### src/verilog/adc_ctrl_pkg.sv
// Purpose: shared constants and types for the converter control block
// Assumes: 32-bit AHB-Lite register bus, byte address = register index times four
// Notes: indices are word indices; the bus decodes haddr[9:2] against them
package adc_ctrl_pkg;
   // register indices
   localparam logic [7:0] IDX_PIN_SEL = 8'h08;
   localparam logic [7:0] IDX_CTRL = 8'h09;
   localparam logic [7:0] IDX_OFFSET = 8'h0A;
   localparam logic [7:0] IDX_RES_UPPER = 8'h0B;
   localparam logic [7:0] IDX_RES_HIGH = 8'h0C;
   localparam logic [7:0] IDX_RES_LOW = 8'h0D;
   localparam logic [7:0] IDX_IRQ_STATUS = 8'h10;
   localparam logic [7:0] IDX_IRQ_CLEAR = 8'h11;
   localparam logic [7:0] IDX_IRQ_ENABLE = 8'h12;
   // control register fields
   localparam int CTRL_REF_BIT = 7;
   localparam int CTRL_CLK_HI = 6;
   localparam int CTRL_CLK_LO = 5;
   localparam int CTRL_RUN_BIT = 4;
   localparam int CTRL_PWR_BIT = 3;
   localparam int CTRL_CH_HI = 1;
   localparam int CTRL_CH_LO = 0;
   // offset calibration fields
   localparam int OFS_CAL_BIT = 7;
   localparam int OFS_SIGN_BIT = 6;
   localparam int OFS_MAG_HI = 5;
   localparam int OFS_MAG_LO = 3;
   // interrupt layout
   localparam int IRQ_DONE_BIT = 0;
   localparam logic [11:0] DONE_VECTOR = 12'h00C;
   localparam int DONE_PRIORITY = 4;
   // reset values
   localparam logic [3:0] PIN_SEL_RESET = 4'h0;
   localparam logic [1:0] CLK_SEL_RESET = 2'h0;
   localparam logic [1:0] CH_RESET = 2'h0;
   localparam logic [2:0] MAG_RESET = 3'h0;
   localparam logic [11:0] RESULT_RESET = 12'h000;
   // conversion clock codes and divider last counts
   localparam logic [1:0] CLK_DIV16 = 2'b00;
   localparam logic [1:0] CLK_DIV4 = 2'b01;
   localparam logic [1:0] CLK_DIV64 = 2'b10;
   localparam logic [1:0] CLK_RING = 2'b11;
   localparam logic [6:0] DIV16_LAST = 7'h0F;
   localparam logic [6:0] DIV4_LAST = 7'h03;
   localparam logic [6:0] DIV64_LAST = 7'h3F;
   localparam logic [3:0] MSB_INDEX = 4'hB;
   localparam logic [11:0] RESULT_MAX = 12'hFFF;
   // shared pin function
   typedef enum logic [1:0] {
      PIN_PORT = 2'b00,
      PIN_TIMER = 2'b01,
      PIN_REF = 2'b10
   } pin_func_t;
   // conversion sequencer
   typedef enum logic [1:0] {
      ST_IDLE = 2'b00,
      ST_SAMPLE = 2'b01,
      ST_CONVERT = 2'b11,
      ST_FINISH = 2'b10
   } conv_state_t;
endpackage

### src/verilog/adc_control_regs.sv
// Purpose: register file, prescaler and successive approximation sequencer of the converter
// Assumes: mclk 50 MHz, srst synchronous active high, comparator and ring clock asynchronous
// Notes: zero wait state AHB-Lite slave, read data registered in the address phase
//
// The implementer's own choices: the AHB-Lite register port and the register offsets.
`timescale 1ns/1ns
module adc_control_regs
   import adc_ctrl_pkg::*;
(
   input wire logic mclk,
   input wire logic srst,
   input wire logic hsel,
   input wire logic [31:0] haddr,
   input wire logic [1:0] htrans,
   input wire logic hwrite,
   input wire logic [2:0] hsize,
   input wire logic [31:0] hwdata,
   input wire logic hready,
   output logic hreadyout,
   output logic hresp,
   output logic [31:0] hrdata,
   input wire logic comparator_in,
   input wire logic ring_osc_in,
   input wire logic timer_clock_input,
   output logic [3:0] analog_enable,
   output logic [1:0] shared_pin_func,
   output logic [1:0] channel_sel,
   output logic ref_network_on,
   output logic sample_hold,
   output logic [11:0] trial_code,
   output logic irq
);
   // bus and register state
   logic wr_pend_q;
   logic [7:0] wr_idx_q;
   logic [31:0] hrdata_q;
   logic hreadyout_q;
   logic hresp_q;
   logic [3:0] pin_sel_q;
   logic ref_sel_q;
   logic [1:0] clk_sel_q;
   logic run_q;
   logic run_d;
   logic pwr_q;
   logic [1:0] ch_q;
   logic [1:0] ch_d;
   logic cal_q;
   logic sign_q;
   logic [2:0] mag_q;
   logic [11:0] result_q;
   logic done_q;
   logic done_d;
   logic irq_en_q;
   logic irq_q;
   pin_func_t pin_func_q;
   // conversion state
   conv_state_t st_q;
   conv_state_t st_d;
   logic [11:0] sar_q;
   logic [11:0] sar_d;
   logic [3:0] idx_q;
   logic [3:0] idx_d;
   logic [6:0] presc_q;
   logic comp_s1_q;
   logic comp_s2_q;
   logic ring_s1_q;
   logic ring_s2_q;
   logic ring_s3_q;
   logic sample_hold_q;

   // address phase decode
   wire addr_ok = hsel && hready && htrans[1];
   wire addr_hit = (haddr[31:10] == 22'h00_0000);
   wire [7:0] rd_idx = haddr[9:2];
   wire [7:0] wd = hwdata[7:0];

   // data phase write strobes
   wire wr_pin = wr_pend_q && (wr_idx_q == IDX_PIN_SEL);
   wire wr_ctrl = wr_pend_q && (wr_idx_q == IDX_CTRL);
   wire wr_ofs = wr_pend_q && (wr_idx_q == IDX_OFFSET);
   wire wr_clr = wr_pend_q && (wr_idx_q == IDX_IRQ_CLEAR);
   wire wr_en = wr_pend_q && (wr_idx_q == IDX_IRQ_ENABLE);

   // register read views
   wire [7:0] v_pin = {4'h0, pin_sel_q};
   wire [7:0] v_ctrl = {ref_sel_q, clk_sel_q, run_q, pwr_q, 1'b0, ch_q};
   wire [7:0] v_ofs = {cal_q, sign_q, mag_q, 3'b000};
   wire [7:0] v_upper = result_q[11:4];
   wire [7:0] v_high = {4'h0, result_q[11:8]};
   wire [7:0] v_low = result_q[7:0];
   wire [7:0] v_stat = {7'h00, done_q};
   wire [7:0] v_en = {7'h00, irq_en_q};

   // read selection, unmapped and clear register read zero
   wire [7:0] rd_byte =
      !addr_hit ? 8'h00 :
      (rd_idx == IDX_PIN_SEL) ? v_pin :
      (rd_idx == IDX_CTRL) ? v_ctrl :
      (rd_idx == IDX_OFFSET) ? v_ofs :
      (rd_idx == IDX_RES_UPPER) ? v_upper :
      (rd_idx == IDX_RES_HIGH) ? v_high :
      (rd_idx == IDX_RES_LOW) ? v_low :
      (rd_idx == IDX_IRQ_STATUS) ? v_stat :
      (rd_idx == IDX_IRQ_ENABLE) ? v_en : 8'h00;
   wire rd_req = addr_ok && !hwrite;

   // bus slave: capture address phase, answer with no wait state
   always_ff @(posedge mclk) begin
      if (srst) begin
         wr_pend_q <= 1'b0;
         wr_idx_q <= 8'h00;
         hrdata_q <= 32'h0000_0000;
         hreadyout_q <= 1'b1;
         hresp_q <= 1'b0;
      end else begin
         wr_pend_q <= addr_ok && hwrite && addr_hit;
         wr_idx_q <= rd_idx;
         hrdata_q <= rd_req ? {24'h00_0000, rd_byte} : 32'h0000_0000;
         hreadyout_q <= 1'b1;
         hresp_q <= 1'b0;
      end
   end

   // conversion clock: divider tick or rising edge of synced ring clock
   wire [6:0] presc_last =
      (clk_sel_q == CLK_DIV4) ? DIV4_LAST :
      (clk_sel_q == CLK_DIV64) ? DIV64_LAST : DIV16_LAST;
   wire div_tick = (presc_q >= presc_last);
   wire ring_tick = ring_s2_q && !ring_s3_q;
   wire conv_tick = (clk_sel_q == CLK_RING) ? ring_tick : div_tick;

   // prescaler and input synchronisers
   always_ff @(posedge mclk) begin
      if (srst) begin
         presc_q <= 7'h00;
         comp_s1_q <= 1'b0;
         comp_s2_q <= 1'b0;
         ring_s1_q <= 1'b0;
         ring_s2_q <= 1'b0;
         ring_s3_q <= 1'b0;
      end else begin
         presc_q <= div_tick ? 7'h00 : presc_q + 7'h01;
         comp_s1_q <= comparator_in;
         comp_s2_q <= comp_s1_q;
         ring_s1_q <= ring_osc_in;
         ring_s2_q <= ring_s1_q;
         ring_s3_q <= ring_s2_q;
      end
   end

   // offset correction of the raw code, saturating at both ends
   wire [12:0] raw13 = {1'b0, sar_q};
   wire [12:0] ofs13 = {9'h000, mag_q, 1'b0};
   wire [12:0] sum13 = raw13 + ofs13;
   wire under = raw13 < ofs13;
   wire [11:0] pos_res = sum13[12] ? RESULT_MAX : sum13[11:0];
   wire [11:0] neg_res = under ? 12'h000 : sar_q - ofs13[11:0];
   wire [11:0] cal_res = sign_q ? pos_res : neg_res;
   wire [11:0] final_res = cal_q ? cal_res : sar_q;

   // sequencer helpers
   wire [11:0] bit_mask = 12'h001 << idx_q;
   wire finish = (st_q == ST_FINISH);
   wire run_set = wr_ctrl && wd[CTRL_RUN_BIT];

   // successive approximation sequencer
   always_comb begin
      st_d = st_q;
      sar_d = sar_q;
      idx_d = idx_q;
      case (st_q)
         ST_IDLE: begin
            if (run_q && pwr_q) begin
               st_d = ST_SAMPLE;
            end
         end
         ST_SAMPLE: begin
            if (!pwr_q) begin
               st_d = ST_IDLE;
            end else if (conv_tick) begin
               st_d = ST_CONVERT;
               sar_d = 12'h800;
               idx_d = MSB_INDEX;
            end
         end
         ST_CONVERT: begin
            if (!pwr_q) begin
               st_d = ST_IDLE;
            end else if (conv_tick) begin
               // keep the trial bit when the input is at or above the trial level
               sar_d = comp_s2_q ? sar_q : (sar_q & ~bit_mask);
               if (idx_q == 4'h0) begin
                  st_d = ST_FINISH;
               end else begin
                  sar_d = sar_d | (bit_mask >> 1);
                  idx_d = idx_q - 4'h1;
               end
            end
         end
         ST_FINISH: begin
            st_d = ST_IDLE;
         end
         default: begin
            st_d = ST_IDLE;
         end
      endcase
   end

   // run bit: set by software, cleared only at completion, set wins
   assign run_d = run_set ? 1'b1 : (finish ? 1'b0 : run_q);
   // done flag: set at completion, cleared by write of one, set wins
   assign done_d = finish ? 1'b1 :
      ((wr_clr && wd[IRQ_DONE_BIT]) ? 1'b0 : done_q);
   // channel field accepted only while idle and no pending flag
   assign ch_d = (wr_ctrl && !done_q && !run_q) ? wd[CTRL_CH_HI:CTRL_CH_LO] : ch_q;

   // sequencer state registers
   always_ff @(posedge mclk) begin
      if (srst) begin
         st_q <= ST_IDLE;
         sar_q <= RESULT_RESET;
         idx_q <= 4'h0;
         sample_hold_q <= 1'b0;
      end else begin
         st_q <= st_d;
         sar_q <= sar_d;
         idx_q <= idx_d;
         sample_hold_q <= (st_d == ST_SAMPLE); // registered copy of the sample state
      end
   end

   // software registers
   always_ff @(posedge mclk) begin
      if (srst) begin
         pin_sel_q <= PIN_SEL_RESET;
         ref_sel_q <= 1'b0;
         clk_sel_q <= CLK_SEL_RESET;
         pwr_q <= 1'b0;
         cal_q <= 1'b0;
         sign_q <= 1'b0;
         mag_q <= MAG_RESET;
         irq_en_q <= 1'b0;
      end else begin
         if (wr_pin) begin
            pin_sel_q <= wd[3:0];
         end
         if (wr_ctrl) begin
            ref_sel_q <= wd[CTRL_REF_BIT];
            clk_sel_q <= wd[CTRL_CLK_HI:CTRL_CLK_LO];
            pwr_q <= wd[CTRL_PWR_BIT];
         end
         if (wr_ofs) begin
            cal_q <= wd[OFS_CAL_BIT];
            sign_q <= wd[OFS_SIGN_BIT];
            mag_q <= wd[OFS_MAG_HI:OFS_MAG_LO];
         end
         if (wr_en) begin
            irq_en_q <= wd[IRQ_DONE_BIT];
         end
      end
   end

   // hardware updated state and pin controls
   always_ff @(posedge mclk) begin
      if (srst) begin
         run_q <= 1'b0;
         done_q <= 1'b0;
         ch_q <= CH_RESET;
         result_q <= RESULT_RESET;
         irq_q <= 1'b0;
         pin_func_q <= PIN_PORT;
      end else begin
         run_q <= run_d;
         done_q <= done_d;
         ch_q <= ch_d;
         if (finish) begin
            result_q <= final_res;
         end
         irq_q <= done_q && irq_en_q;
         pin_func_q <= ref_sel_q ? PIN_REF :
            (timer_clock_input ? PIN_TIMER : PIN_PORT);
      end
   end

   // outputs straight from flip-flops
   assign hreadyout = hreadyout_q;
   assign hresp = hresp_q;
   assign hrdata = hrdata_q;
   assign analog_enable = pin_sel_q;
   assign shared_pin_func = pin_func_q;
   assign channel_sel = ch_q;
   assign ref_network_on = pwr_q;
   assign sample_hold = sample_hold_q;
   assign trial_code = sar_q;
   assign irq = irq_q;
endmodule

### config.mk
export PLATFORM = sky130hd
export DESIGN_NAME = adc_control_regs
export DESIGN_NICKNAME = d
export VERILOG_FILES = /design/src/verilog/adc_ctrl_pkg.sv /design/src/verilog/adc_control_regs.sv
export SDC_FILE = /design/constraint.sdc
export NUM_CORES = 1
export LEC_CHECK = 0
export BUFFER_PORTS_ARGS = -buffer_cell sky130_fd_sc_hd__buf_2
export CAP_MARGIN = 0
export CORE_MARGIN = 10
export CORE_UTILIZATION = 53
export DETAILED_ROUTE_END_ITERATION = 10
export PLACE_DENSITY_LB_ADDON = 0.3
export SYNTH_ARGS = -nofsm -noshare
export SYNTH_HDL_FRONTEND = slang
export SYNTH_SLANG_ARGS = --single-unit
### constraint.sdc
create_clock -name mclk -period 3.4 [get_ports mclk]
set_clock_uncertainty 0.05 [all_clocks]
set_input_delay 0.17 -clock mclk [delete_from_list [all_inputs] [get_ports mclk]]
set_output_delay 0.17 -clock mclk [all_outputs]
set_load 0.1 [all_outputs]
After elaboration in Yosys (flattened, before gate mapping) --
Index checks and enable logic that the tools add are counted.
Word-level totals: word-level logic and storage cells 141, input bits 77, output and inout bits 57, flip-flop bits (word level) 105
Cells by class: bitwise logic cells 5, eq/ne operators 25, add/sub/neg operators 4, magnitude comparators 2, shift operators 1, mux-type cells 41, reduce and logical (&&, ||, !) cells 33
Operators by type and width (number):
- 12-bit 2-to-1 mux | 10
- 8-bit by 4-bit equality test with 1-bit output, second input constant | 9
- 8-bit 2-to-1 mux | 6
- 8-bit by 5-bit equality test with 1-bit output, second input constant | 4
- 12-bit one-hot mux with 2 select lines | 1
- 22-bit logical NOT | 1
- 4-bit 2-to-1 mux | 5
- 1-bit logical AND | 17
- 2-bit 2-to-1 mux | 7
- 12-bit by 4-bit adder with 13-bit output | 1
- 12-bit bitwise AND | 1
- 12-bit by 4-bit < comparator with 1-bit output | 1
- 6-bit 2-to-1 mux | 2
- 12-bit NOT | 1
- 12-bit by 11-bit OR with 12-bit output | 1
- 1-bit by 4-bit << shifter with 12-bit output, first input constant | 1
- 12-bit by 4-bit subtractor with 12-bit output | 1
- 2-bit inequality test, second input constant | 5
- 2-bit equality test, second input constant | 4
- 1-bit 2-to-1 mux | 8
- 2-bit one-hot mux with 4 select lines | 1
- 4-bit one-hot mux with 2 select lines | 1
- 7-bit by 1-bit adder with 7-bit output, second input constant | 1
- 7-bit by 6-bit >= comparator with 1-bit output | 1
- other kinds (12) | 21

Depth between registers and ports, before layout --
depth after elaboration 9, mapped depth 10, mapped depth without buffers 10

Worst setup path before layout --
No wires, ideal clock.
path kind reg-to-reg, from reg sar_q[3] (netlist: trial_code[3]), to reg result_q[11], setup slack 400 ps, arrival 2892 ps, clock period less this slack 3000 ps, data required time 3292 ps, stages on the path, launching flop included 9, cells stage by stage dfxtp_1 ha_1 buf_6 a211o_1 or4b_4 nor3b_2 a211oi_1 a311oi_1 a21o_1
On the way: cells in the longest elaborated chain, start to end 4
Ends and longest elaborated chain:
- from (decl) | line adc_control_regs.sv:59 | logic [11:0] sar_q;
- from (signal assigned) | line adc_control_regs.sv:226 | sar_q <= sar_d;
- 12-bit by 4-bit subtractor with 12-bit output (tied with other cells) | line adc_control_regs.sv:157 | wire [11:0] neg_res = under ? 12'h000 : sar_q - ofs13[11:0];
- 12-bit 2-to-1 mux, on equally long branches | line adc_control_regs.sv:157, adc_control_regs.sv:156
- 12-bit 2-to-1 mux * | line adc_control_regs.sv:158 | wire [11:0] cal_res = sign_q ? pos_res : neg_res;
- 12-bit 2-to-1 mux * | line adc_control_regs.sv:159 | wire [11:0] final_res = cal_q ? cal_res : sar_q;
- to (signal assigned) | line adc_control_regs.sv:277 | result_q <= final_res;
- to (decl) | line adc_control_regs.sv:50 | logic [11:0] result_q;
Mark *: on every way between the ends. The rest lies on a longest branch, timed or not. A chain may end at the register's enable or synchronous reset.

Worst setup path in the final report --
from reg sar_q[1] (netlist: trial_code[1]), to reg result_q[11]
The elaborated chain is that of the path after synthesis.

==> results.json <==
{
  "outcome": "finished, final reports clean",
  "ios": 134,
  "firstDrtPassIters": 5,
  "power_density_nw_per_um2": 353,
  "arrival_ns": 2.95,
  "syn_avg_cell_area_sq_um": 8.09,
  "design.die.area_sq_um": 13100,
  "yosys_most_used_dff": "dfxtp_1",
  "synth-edff-count": 0,
  "antenna_found_initial": 0,
  "fin_ws_ns": 0.712,
  "vias": 4295,
  "critPathMaxFanout": 6,
  "stdcell_area_sq_um": 5300,
  "io_buffer_count": 77,
  "wl_um": 12400,
  "root_buffer": "clkbuf_8",
  "min_path_type": "in2reg",
  "gr-usage-met1_pct": 23.0,
  "worstReg2RegEnd": "result_q[11]$_SDFFE_PP0P_",
  "drt-initial-drc-count": 246,
  "vdd_drop_max_uv": 269,
  "top_usage_layer": "met2",
  "yosys.area.top_type": "dfxtp_1",
  "cts_buffers": 9,
  "total_power_uw": 1870,
  "wire_per_inst_um": 16.4,
  "synthCells": 584,
  "grt_overflow_total": 0,
  "syn_area_sq_um": 4730,
  "whs_path_depth": 2,
  "die_width_um": 114,
  "synth_warnings": 0,
  "final_cells": 759,
  "min_to": "wr_idx_q[6]$_SDFF_PP0_",
  "route.detailed.drc": 0,
  "grt_start_max_net_pins": 43,
  "antenna_cells": 0,
  "grt_usage_pct": 18.7,
  "min_from": "haddr[8]",
  "placed_cells": 736,
  "rr_startpoint": "trial_code[1]$_SDFFE_PP0P_",
  "postPlaceCellArea_sq_um": 5030,
  "fmax_mhz": 372,
  "async_flop_share_pct": 0,
  "coreArea_sq_um": 8720,
  "netlist_top_cells_area": "dfxtp_1, mux2i_1, nor2_1",
  "fin_nets": 740,
  "r2r_cells": 10,
  "place_congestion": 0.924,
  "initial_utilization_pct": 54.2,
  "postCtsSetupBuffers": 0,
  "period_minus_slack_ns": 2.69,
  "grt_pass1_wl_um": 20400,
  "ys_types": 70,
  "ys_ff_latch": 81,
  "timing.slew.headroom_pct": 51.4,
  "required_ns": 3.66,
  "met3_usage_pct": 4.56,
  "die_h_um": 114,
  "setup_viol": 0,
  "fin_crit_sh_pct": 79.1,
  "drv_cap": 0,
  "crit_path_end_kind": "flop",
  "clk_latency_ns": 0.35,
  "synth_top_area_share_pct": 34.3,
  "crit_path_start_kind": "flop",
  "place_hpwl_um": 9290,
  "cts.htree.levels": 3,
  "clock-sinks": 81,
  "final_layout_size_suffix_gt1_share_pct": 17.5,
  "finalMaxSlewViolations": 0,
  "rows": 34,
  "clkTransAtPathRegs_ns": 0.08,
  "drt-vias-per-instance": 5.66,
  "area_growth_pct": 12.0,
  "grt_util_met2_pct": 30.8,
  "drtAntennaViolNets": 0,
  "tightest_slew_ns": 0.727,
  "cts.path.max_buffers": 2,
  "r2r_slack_ns": 0.71,
  "ys_seq_area_share_pct": 34.3,
  "rsz0062_at_grt": "no",
  "grt_pass1_vias": 4230,
  "place_ws_ns": 0.747,
  "fin_setup_tns_ns": 0,
  "cts_tree": "yes",
  "hold_viol": 0,
  "leakage_uw": 0.00213,
  "critPathKind": "reg2reg"
}
## metal layers
metal	vias to the layer above	part of all wire, %	wire length [um]
li1	2123	-	-
met3	21	7.1	886
met5	-	0	0
met2	144	49	6100
met4	0	1.9	235
met1	2007	42	5200
## Yosys cell counts (all sizes together) (2+ instances only)
cell     instances
dfxtp           81
nor2            73
nand2           49
mux2i           37
o21ai           37
buf             35
a21oi           28
clkbuf          28
inv             24
nor2b           19
ha              15
nand3           11
nand4           11
nor3            10
a211oi           9
nand2b           9
xor2             9
a22oi            8
nor4             8
and3             7
o31ai            6
a21o             4
nor3b            4
or2              4
or3              4
a21boi           3
a31oi            3
a32oi            3
o221ai           3
a2111oi          2
a211o            2
a221oi           2
a311oi           2
and3b            2
conb             2
fa               2
nor4b            2
o211ai           2
o32ai            2
xnor2            2
## how the worst max path moves through the flow
stage | startpoint | to | depth (start not counted)
6_report | trial_code[1]$_SDFFE_PP0P_ | result_q[11]$_SDFFE_PP0P_ | 10
5_1_grt | mag_q[2]$_SDFFE_PP0P_ | result_q[9]$_SDFFE_PP0P_ | 8
4_1_cts | trial_code[1]$_SDFFE_PP0P_ | result_q[11]$_SDFFE_PP0P_ | 10
3_5_place_dp | trial_code[1]$_SDFFE_PP0P_ | result_q[11]$_SDFFE_PP0P_ | 10
3_3_place_gp | trial_code[1]$_SDFFE_PP0P_ | result_q[11]$_SDFFE_PP0P_ | 10
2_1_floorplan | trial_code[3]$_SDFFE_PP0P_ | result_q[11]$_SDFFE_PP0P_ | 8
## critical path, cell delays in order (launching register included)
cell and delay (ns):
dfxtp_1 0.37, inv_1 0.08, ha_1 0.16, inv_1 0.07, fa_1 0.40, a211o_1 0.34
or4b_4 0.54, nor3b_2 0.16, a211oi_1 0.06, a311oi_1 0.29, a21o_1 0.11
## flip-flops by register name (all words and copies together), names as in the netlist, 2 cells and up
| signal | cells |
|---|---|
| result_q | 12 |
| trial_code | 12 |
| hrdata | 8 |
| wr_idx_q | 8 |
| presc_q | 7 |
| analog_enable | 4 |
| idx_q | 4 |
| mag_q | 3 |
| channel_sel | 2 |
| clk_sel_q | 2 |
| shared_pin_func | 2 |
| st_q | 2 |
## kinds of logic after synthesis
kind of cell | after synthesis | synth area share, %
simple gates | 221 | 23.7
compound gates | 127 | 17.4
buf+inv | 87 | 9.45
flops | 81 | 34.3
mux | 38 | 8.08
fa+ha+maj | 17 | 4.82
xor+xnor | 11 | 2.04
other cells | 2 | 0.159
## through the flow
stage | util, % | hold WS (ns)
finish | 60.7 | 0.00964
global route | 60.7 | 0.0136
CTS | 60.7 | 0.00923
detailed placement | 57.7 | 0.344
global placement | 57.7 | 0.333
floorplan | - | 0.239
## cell type report
class	count	area, sq um
well taps	108	135
inverters	24	90.1
repair buffers	90	500
clock buffers	10	128
clock inverters	6	68.8
multi-input cells	440	2750
flip-flops and latches	81	1620
fillers	766	3430
## report_power, final
part	switching, uW	internal [uW]	total, uW
Combinational	175	41.0	216
Sequential	7.82	959	967
Clock	347	342	688
## layout by cell type, fill, tap and decap left out, types with 3 or more instances in the layout
| cell type | count |
|---|---|
| a211oi_1 | 9 |
| a21boi_0 | 3 |
| a21o_1 | 4 |
| a21oi_1 | 28 |
| a22oi_1 | 8 |
| a31oi_1 | 3 |
| a32oi_1 | 3 |
| and3_1 | 7 |
| buf_2 | 77 |
| buf_4 | 6 |
| clkbuf_8 | 9 |
| clkinv_4 | 3 |
| conb_1 | 26 |
| dfxtp_1 | 81 |
| dlygate4sd3_1 | 7 |
| ha_1 | 15 |
| inv_1 | 24 |
| mux2i_1 | 37 |
| nand2_1 | 49 |
| nand2b_1 | 9 |
| nand3_1 | 11 |
| nand4_1 | 11 |
| nor2_1 | 73 |
| nor2b_1 | 19 |
| nor3_1 | 9 |
| nor4_1 | 7 |
| o21ai_0 | 35 |
| o221ai_1 | 3 |
| o31ai_1 | 6 |
| or2_2 | 4 |
| or3_1 | 3 |
| xor2_1 | 9 |
## repair_timing
item	in CTS	in global routing
hold buffers	7	0
endpoints found under the hold margin	7	0
resized for setup	0	0
Note: power is estimated with default switching activity, not from simulation.
